--- config.mk ---
export PLATFORM = sky130hd
export DESIGN_NAME = mis_status
export DESIGN_NICKNAME = d
export VERILOG_FILES = /design/src/shared/mis_pkg.sv /design/src/shared/mis_evt_if.sv /design/src/core/mis_events.sv /design/src/core/mis_status.sv
export VERILOG_INCLUDE_DIRS = /design/src /design/src/shared
export SDC_FILE = /design/constraint.sdc
export NUM_CORES = 1
export LEC_CHECK = 0
export BUFFER_PORTS_ARGS = -buffer_cell sky130_fd_sc_hd__buf_4
export CAP_MARGIN = 20
export CORE_MARGIN = 2
export CORE_UTILIZATION = 45
export DETAILED_ROUTE_END_ITERATION = 12
export GPL_ROUTABILITY_DRIVEN = 0
export PLACE_DENSITY = 0.75
export RECOVER_POWER = 25
export SLEW_MARGIN = 10
export SYNTH_ARGS = -nofsm -noshare
export SYNTH_HDL_FRONTEND = slang
export SYNTH_HIERARCHICAL = 1
export SYNTH_SLANG_ARGS = --single-unit
--- constraint.sdc ---
create_clock -name core_clk_i -period 3.3 [get_ports core_clk_i]
set_clock_uncertainty 0.1 [all_clocks]
set_input_delay 0.33 -clock core_clk_i [delete_from_list [all_inputs] [get_ports core_clk_i]]
set_output_delay 0.33 -clock core_clk_i [all_outputs]
set_load 0.02 [all_outputs]
--- src/shared/mis_map.svh ---
`ifndef MIS_MAP_SVH
`define MIS_MAP_SVH
// ----------------------------------------
// register addresses
// ----------------------------------------
`define MIS_ADDR_MASK 8'h18
`define MIS_ADDR_VIEW 8'h19
`define MIS_ADDR_CLEAR 8'h1a
`define MIS_ADDR_OPERATING_MODE_REG 8'h13
// ----------------------------------------
// field positions
// ----------------------------------------
`define MIS_NUM_FLAGS 20
`define MIS_BIT_ACTIVE_ENERGY_HALF_FULL 0
`define MIS_BIT_REACTIVE_ENERGY_HALF_FULL 1
`define MIS_BIT_APPARENT_ENERGY_HALF_FULL 2
`define MIS_BIT_SAG 3
`define MIS_BIT_ZXTO 6
`define MIS_BIT_ZX 9
`define MIS_BIT_LACC 12
`define MIS_BIT_SRST 13
`define MIS_BIT_PKV 14
`define MIS_BIT_PKI 15
`define MIS_BIT_WAVE 16
`define MIS_BIT_REVP 17
`define MIS_BIT_REVQ 18
`define MIS_BIT_SEQ 19
`define MIS_BIT_OPM_SRST 6
`define MIS_ACC_HALF_BIT 14
`define MIS_APP_HALF_BIT 15
// ----------------------------------------
// reset values
// ----------------------------------------
`define MIS_FLAGS_RESET 20'h02000
`define MIS_MASK_RESET 20'h00000
// ----------------------------------------
// timing
// ----------------------------------------
`define MIS_CLK_MHZ 50
`define MIS_SRST_NS 166000
`define MIS_SRST_CYC ((`MIS_SRST_NS * `MIS_CLK_MHZ + 999) / 1000)
`endif

--- src/shared/mis_pkg.sv ---
package mis_pkg;
   // flag vector type
   typedef logic [19:0] mis_flags_t;
   // host access kinds
   typedef enum logic [1:0] {
      MIS_ACC_NONE = 2'b00,
      MIS_ACC_READ = 2'b01,
      MIS_ACC_WRITE = 2'b10
   } mis_acc_t;
   // soft-reset sequencer states
   typedef enum logic [0:0] {
      MIS_SR_IDLE = 1'b0,
      MIS_SR_WAIT = 1'b1
   } mis_sr_t;
endpackage : mis_pkg
--- src/shared/mis_evt_if.sv ---
`timescale 1ns/1ps
`default_nettype none
// one-cycle event vector from the detector stage to the flag store
interface mis_evt_if;
   logic [19:0] evt; // event pulses, one per flag
   modport src (output evt);
   modport dst (input evt);
endinterface : mis_evt_if
`default_nettype wire

--- src/core/mis_events.sv ---
`timescale 1ns/1ps
`default_nettype none
`include "mis_map.svh"
// ----------------------------------------
// edge detectors turning raw inputs into events
// ----------------------------------------
module mis_events (
   input wire logic core_clk_i,
   input wire logic rst_i,
   input wire logic [2:0] act_msb_i, // bit 14 of each active accumulator
   input wire logic [2:0] react_msb_i, // bit 14 of each reactive accumulator
   input wire logic [2:0] app_msb_i, // bit 15 of each apparent accumulator
   input wire logic [2:0] zc_i, // rising zero-crossing pulses a/b/c
   mis_evt_if.src ev,
   output logic [2:0] pending_o // unused spare view of sequence arming state
);
   logic [2:0] act_q, react_q, app_q; // previous samples
   logic seq_armed_q; // phase a crossing seen, awaiting next
   // ----------------------------------------
   // sample history
   // ----------------------------------------
   always_ff @(posedge core_clk_i) begin
      if (rst_i) begin
         act_q <= 3'h0;
         react_q <= 3'h0;
         app_q <= 3'h0;
         seq_armed_q <= 1'b0;
      end else begin
         act_q <= act_msb_i;
         react_q <= react_msb_i;
         app_q <= app_msb_i;
         // arm on a, disarm on the next b or c
         if (zc_i[0]) begin
            seq_armed_q <= 1'b1;
         end else if (zc_i[1] || zc_i[2]) begin
            seq_armed_q <= 1'b0;
         end
      end
   end
   assign pending_o = {2'h0, seq_armed_q};
   // ----------------------------------------
   // event forming
   // ----------------------------------------
   assign ev.evt[`MIS_BIT_ACTIVE_ENERGY_HALF_FULL] = |(act_q ^ act_msb_i);
   assign ev.evt[`MIS_BIT_REACTIVE_ENERGY_HALF_FULL] = |(react_q ^ react_msb_i);
   assign ev.evt[`MIS_BIT_APPARENT_ENERGY_HALF_FULL] = |(~app_q & app_msb_i);
   // b after a with no c in between
   assign ev.evt[`MIS_BIT_SEQ] = seq_armed_q & zc_i[1] & ~zc_i[0];
   assign ev.evt[`MIS_BIT_PKI:`MIS_BIT_SAG] = 13'h0000; // filled by top
   assign ev.evt[`MIS_BIT_REVQ:`MIS_BIT_WAVE] = 3'h0; // filled by top
endmodule : mis_events
`default_nettype wire

--- src/core/mis_status.sv ---
`timescale 1ns/1ps
`default_nettype none
`include "mis_map.svh"
// Function
// - events set flags regardless of mask
// - enabled set flag drives irq low
// - flags stay set until clearing read or soft reset
// - clearing read returns flags then clears
// - view read returns flags unchanged
// - flag 0 on active accumulator bit14 change
// - flag 1 on reactive accumulator bit14 change
// - flag 2 on apparent bit15 rising
// - flags 3-5 on sag a/b/c
// - flags 6-8 on missing crossing a/b/c
// - flags 9-11 on rising crossing a/b/c
// - flag 12 when line accumulation finishes
// - flag 13 166 us after soft reset
// - flags 14/15 on voltage/current peak
// - flag 16 on new waveform sample
// - flags 17/18 on power sign change
// - flag 19 when a followed by b
// - clearing read releases irq; mask separate
module mis_status import mis_pkg::*; #(
   parameter int SRST_CYCLES = `MIS_SRST_CYC // soft reset duration in clocks
) (
   input wire logic core_clk_i,
   input wire logic rst_i,
   // host register port, one access per strobe
   input wire logic reg_rd_i, // read strobe
   input wire logic reg_wr_i, // write strobe
   input wire logic [7:0] reg_addr_i, // register address
   input wire logic [23:0] reg_wdata_i, // write data
   output logic [23:0] reg_rdata_o, // read data, valid cycle after strobe
   output logic reg_rvalid_o, // read data valid pulse
   // raw event sources
   input wire logic [2:0] act_msb_i,
   input wire logic [2:0] react_msb_i,
   input wire logic [2:0] app_msb_i,
   input wire logic [2:0] sag_i,
   input wire logic [2:0] crossing_timeout_i,
   input wire logic [2:0] zero_cross_i,
   input wire logic line_accum_done_i,
   input wire logic voltage_peak_flag_i,
   input wire logic current_peak_flag_i,
   input wire logic waveform_sample_ready_i,
   input wire logic active_power_sign_change_i,
   input wire logic reactive_power_sign_change_i,
   // outputs
   output logic irq_n_o, // interrupt, low while asserted
   output logic irq_oe_n_o, // open-collector enable, low while driving
   output logic soft_reset_o // pulse: other registers to defaults
);
   // ----------------------------------------
   // state
   // ----------------------------------------
   mis_flags_t flags_q, flags_d; // sticky event flags
   mis_flags_t mask_q; // interrupt enables
   logic [7:0] operating_mode_reg_q; // operating mode register
   mis_sr_t sr_q; // soft-reset sequencer
   logic [$clog2(SRST_CYCLES+1)-1:0] sr_cnt_q; // soft-reset timer
   logic [23:0] rdata_q; // read data holding
   logic rvalid_q; // read valid
   logic irq_n_q; // irq pin level, low while asserted
   logic srst_pulse_q; // soft-reset pulse
   mis_evt_if evb (); // detector events
   // ----------------------------------------
   // decoding
   // ----------------------------------------
   wire rd_view = reg_rd_i && (reg_addr_i == `MIS_ADDR_VIEW);
   wire rd_clear = reg_rd_i && (reg_addr_i == `MIS_ADDR_CLEAR);
   wire wr_mask = reg_wr_i && (reg_addr_i == `MIS_ADDR_MASK);
   wire wr_opm = reg_wr_i && (reg_addr_i == `MIS_ADDR_OPERATING_MODE_REG);
   wire srst_req = wr_opm && reg_wdata_i[`MIS_BIT_OPM_SRST];
   wire sr_done = (sr_q == MIS_SR_WAIT) && (sr_cnt_q == '0);
   mis_flags_t evt_all;
   // ----------------------------------------
   // event detectors
   // ----------------------------------------
   mis_events u_events (
      .core_clk_i(core_clk_i),
      .rst_i(rst_i),
      .act_msb_i(act_msb_i),
      .react_msb_i(react_msb_i),
      .app_msb_i(app_msb_i),
      .zc_i(zero_cross_i),
      .ev(evb.src),
      .pending_o()
   );
   // ----------------------------------------
   // event vector assembly
   // ----------------------------------------
   assign evt_all[2:0] = evb.evt[2:0];
   assign evt_all[`MIS_BIT_SAG+2:`MIS_BIT_SAG] = sag_i;
   assign evt_all[`MIS_BIT_ZXTO+2:`MIS_BIT_ZXTO] = crossing_timeout_i;
   assign evt_all[`MIS_BIT_ZX+2:`MIS_BIT_ZX] = zero_cross_i;
   assign evt_all[`MIS_BIT_LACC] = line_accum_done_i;
   assign evt_all[`MIS_BIT_SRST] = sr_done;
   assign evt_all[`MIS_BIT_PKV] = voltage_peak_flag_i;
   assign evt_all[`MIS_BIT_PKI] = current_peak_flag_i;
   assign evt_all[`MIS_BIT_WAVE] = waveform_sample_ready_i;
   assign evt_all[`MIS_BIT_REVP] = active_power_sign_change_i;
   assign evt_all[`MIS_BIT_REVQ] = reactive_power_sign_change_i;
   assign evt_all[`MIS_BIT_SEQ] = evb.evt[`MIS_BIT_SEQ];
   // ----------------------------------------
   // flag next state
   // ----------------------------------------
   always_comb begin
      flags_d = flags_q;
      // clearing read returns all flags to zero
      if (rd_clear) begin
         flags_d = '0;
      end
      // soft reset in progress forces defaults, minus the done bit
      if (sr_q == MIS_SR_WAIT) begin
         flags_d = '0;
      end
      // set wins over clear, mask ignored
      flags_d = flags_d | evt_all;
   end
   // ----------------------------------------
   // flag and mask registers
   // ----------------------------------------
   always_ff @(posedge core_clk_i) begin
      if (rst_i) begin
         flags_q <= `MIS_FLAGS_RESET;
         mask_q <= `MIS_MASK_RESET;
      end else begin
         flags_q <= flags_d;
         // mask sits at its own address; defaults on soft reset
         if (sr_q == MIS_SR_WAIT) begin
            mask_q <= `MIS_MASK_RESET;
         end else if (wr_mask) begin
            mask_q <= reg_wdata_i[19:0];
         end
      end
   end
   // ----------------------------------------
   // operating mode and soft reset timer
   // ----------------------------------------
   always_ff @(posedge core_clk_i) begin
      if (rst_i) begin
         operating_mode_reg_q <= 8'h00;
         sr_q <= MIS_SR_IDLE;
         sr_cnt_q <= '0;
         srst_pulse_q <= 1'b0;
      end else begin
         srst_pulse_q <= 1'b0;
         unique case (sr_q)
            MIS_SR_IDLE: begin
               if (srst_req) begin
                  sr_q <= MIS_SR_WAIT;
                  sr_cnt_q <= ($clog2(SRST_CYCLES+1))'(SRST_CYCLES - 1);
                  operating_mode_reg_q <= 8'h00;
                  srst_pulse_q <= 1'b1;
               end else if (wr_opm) begin
                  operating_mode_reg_q <= reg_wdata_i[7:0];
               end
            end
            MIS_SR_WAIT: begin
               // count down; done bit sets when zero reached
               if (sr_cnt_q == '0) begin
                  sr_q <= MIS_SR_IDLE;
               end else begin
                  sr_cnt_q <= sr_cnt_q - 1'b1;
               end
            end
         endcase
      end
   end
   // ----------------------------------------
   // read data path
   // ----------------------------------------
   always_ff @(posedge core_clk_i) begin
      if (rst_i) begin
         rdata_q <= 24'h000000;
         rvalid_q <= 1'b0;
      end else begin
         rvalid_q <= reg_rd_i;
         if (rd_view || rd_clear) begin
            rdata_q <= {4'h0, flags_q};
         end else if (reg_rd_i && reg_addr_i == `MIS_ADDR_MASK) begin
            rdata_q <= {4'h0, mask_q};
         end else if (reg_rd_i && reg_addr_i == `MIS_ADDR_OPERATING_MODE_REG) begin
            rdata_q <= {16'h0000, operating_mode_reg_q};
         end else if (reg_rd_i) begin
            rdata_q <= 24'h000000; // unmapped reads zero
         end
      end
   end
   // ----------------------------------------
   // interrupt output
   // ----------------------------------------
   always_ff @(posedge core_clk_i) begin
      if (rst_i) begin
         irq_n_q <= 1'b1;
      end else begin
         // pin straight from this flop, low while any enabled flag stands
         irq_n_q <= ~|(flags_d & mask_q);
      end
   end
   assign irq_n_o = irq_n_q;
   assign irq_oe_n_o = irq_n_q;
   assign reg_rdata_o = rdata_q;
   assign reg_rvalid_o = rvalid_q;
   assign soft_reset_o = srst_pulse_q;
endmodule : mis_status
`default_nettype wire

==> impl_metrics.ini <==
[sta]
tns_ns = 0
fmax_mhz = 461
slew_violations = 46
hold_viol_final = 0
setup_viol = 0
worstMarginPinSlew_ns = 1.99
fin_crit_ns = 2.17
timing.final.crit_share = 0.657
slew_headroom = -0.329
rsz0062_at_grt = no

[floorplan]
core_um2 = 8590
die_h_um = 97.3
pin_count = 88
die_w_um = 97.3
die_area_um2 = 9460
initial_utilization = 0.456
rows = 34

[clocking]
clk_path_buf_depth = 2
clk_latency_ns = 0.36
cts_root_buffer = clkbuf_8
clkSinkCount = 96
cts_resized = 0
cts_tree = yes
htreeDepth = 3
cts_hold_buffers = 0
cts-buffers-inserted = 9
cts_setup_buffers = 0
clk_pin_slew_ns = 0.09

[finish]
antenna_cells = 0
fillers = 812
syn2layout_area_growth_pct = 20.4
final_util = 0.549
drive_gt1_frac = 0.189
nets = 548

[placed_design]
dp_hpwl_um = 7100
io_buffers = 79

[setup_path]
max_stage_delay_ns = 0.44
worstPathArrival_ns = 2.31
cp_top_family = simple AND/OR/NAND/NOR gates
cp-end-kind = flip-flop
crit_buf_inv = 1
worst_setup_path_start_kind = flip-flop
slowest_stage = nor4b_4
worstPathMaxFanout = 8
critPathKind = reg2reg
crit_cells = 8
required_ns = 3.44
crit_chain = inv_1, ha_1, nor4b_4, a41oi_2, nand2_1, nor2_1, xnor2_1, a21oi_1
r2r_cells = 8

[grt]
grt_antenna_before_repair = 0
grt_overflow = 0
globalRouteTotalUtil = 0.211
grt_pass1_wl_um = 16100
grt_pass1_vias = 3368
grt_start_max_net_pins = 46

[hold_path]
hp-class = in2reg
holdPathStages = 2

[pwr]
cellLeakagePower_uw = 0.00192
p_per_area_nw_per_um2 = 471
peakVddDrop_mv = 0.391
power_uw = 2220

[route]
antenna_left = 0
routed_via_density = 5.66
drc = 0
vias = 3392
routed_wirelength_um = 9980
firstDrtPassIters = 5
wl_per_cell_um = 16.7
drtIter0Drc = 273

[synth]
syn_area_um2 = 3920
syn_avg_cell_area_um2 = 9.41
syn_inst = 416
yosys_warnings = 6

[outcome]
status = complete, but fails checks
violations = max-capacitance violations, max-slew violations

[run]
drv_cap = 1
[layout by cell type (no fill, tap or decap), types with 3 or more instances in the layout]
cell type / count
nand3_1: 6
xnor2_1: 12
nor2b_1: 7
nand4_1: 5
clkbuf_1: 20
a222oi_1: 14
inv_1: 8
mux2i_1: 29
nand2_1: 25
buf_4: 64
conb_1: 4
nor4_1: 5
a21oi_1: 29
clkbuf_8: 12
nor2_1: 76
or3_1: 3
a22oi_1: 20
a31oi_1: 11
dfxtp_1: 96
[final cells by class]
type / count / area [um^2] / area share
clock inverters: 4 / 73.8 / 0.0157
clock buffers: 12 / 165 / 0.0350
repair buffers: 84 / 556 / 0.118
inverters: 8 / 30.0 / 0.00637
flip-flops and latches: 96 / 1920 / 0.408
well taps: 108 / 135 / 0.0287
multi-input cells: 287 / 1830 / 0.389
[layer usage]
metal  part of all wire  global-route usage  vias up
met3              0.065              0.0626       20
met1               0.41               0.254     1608
met2               0.51               0.366      136
li1                   -                   -     1628
met4              0.016              0.0620        0
met5                  0                   0        -
[report_power, final]
group	switching, uW	leakage (uW)	internal, uW	total [uW]
logic	71.5	0.00102	68.1	140
clock network	391	0.000123	490	882
registers	17.7	0.000782	1180	1200
total	480	0.00192	1740	2220
[through the flow]
stage                     hold slack [ns]  area, um^2  setup WS (ns)  std cells
after floorplan                     0.347        3930           1.45        419
after global placement              0.362        4550           1.02        583
after detailed placement            0.371        4550          0.998        583
after CTS                          0.0829        4790           1.11        599
after global routing               0.0816        4710          0.933        599
final                              0.0897        4710           1.13        599
[worst register-to-register path, stage by stage (launching register included)]
cell and delay (ns):
dfxtp_1 0.36, inv_1 0.09, ha_1 0.15, nor4b_4 0.44
a41oi_2 0.33, nand2_1 0.27, nor2_1 0.08, xnor2_1 0.14
a21oi_1 0.08
[registers in the layout, indices dropped and copies added (netlist names), 3 cells and up]
signal	cells
flags_q	20
mask_q	20
reg_rdata_o	20
sr_cnt_q	14
operating_mode_reg_q	8
u_events/act_q	3
u_events/app_q	3
u_events/react_q	3
[path summary, 6_finish.rpt]
check | startpoint | to | slack, ns
worst max-delay path | sr_cnt_q[0]$_SDFFE_PP0P_ | sr_cnt_q[5]$_SDFFE_PP0P_ | 1.13
worst min-delay path | act_msb_i[0] | u_events/act_q[0]$_SDFF_PP0_ | 0.09
worst max register to register | sr_cnt_q[0]$_SDFFE_PP0P_ | sr_cnt_q[5]$_SDFFE_PP0P_ | 1.13
worst min register to register | operating_mode_reg_q[6]$_SDFFE_PP0P_ | operating_mode_reg_q[6]$_SDFFE_PP0P_ | 0.39
No activity file was read; power rests on OpenSTA's default activity.
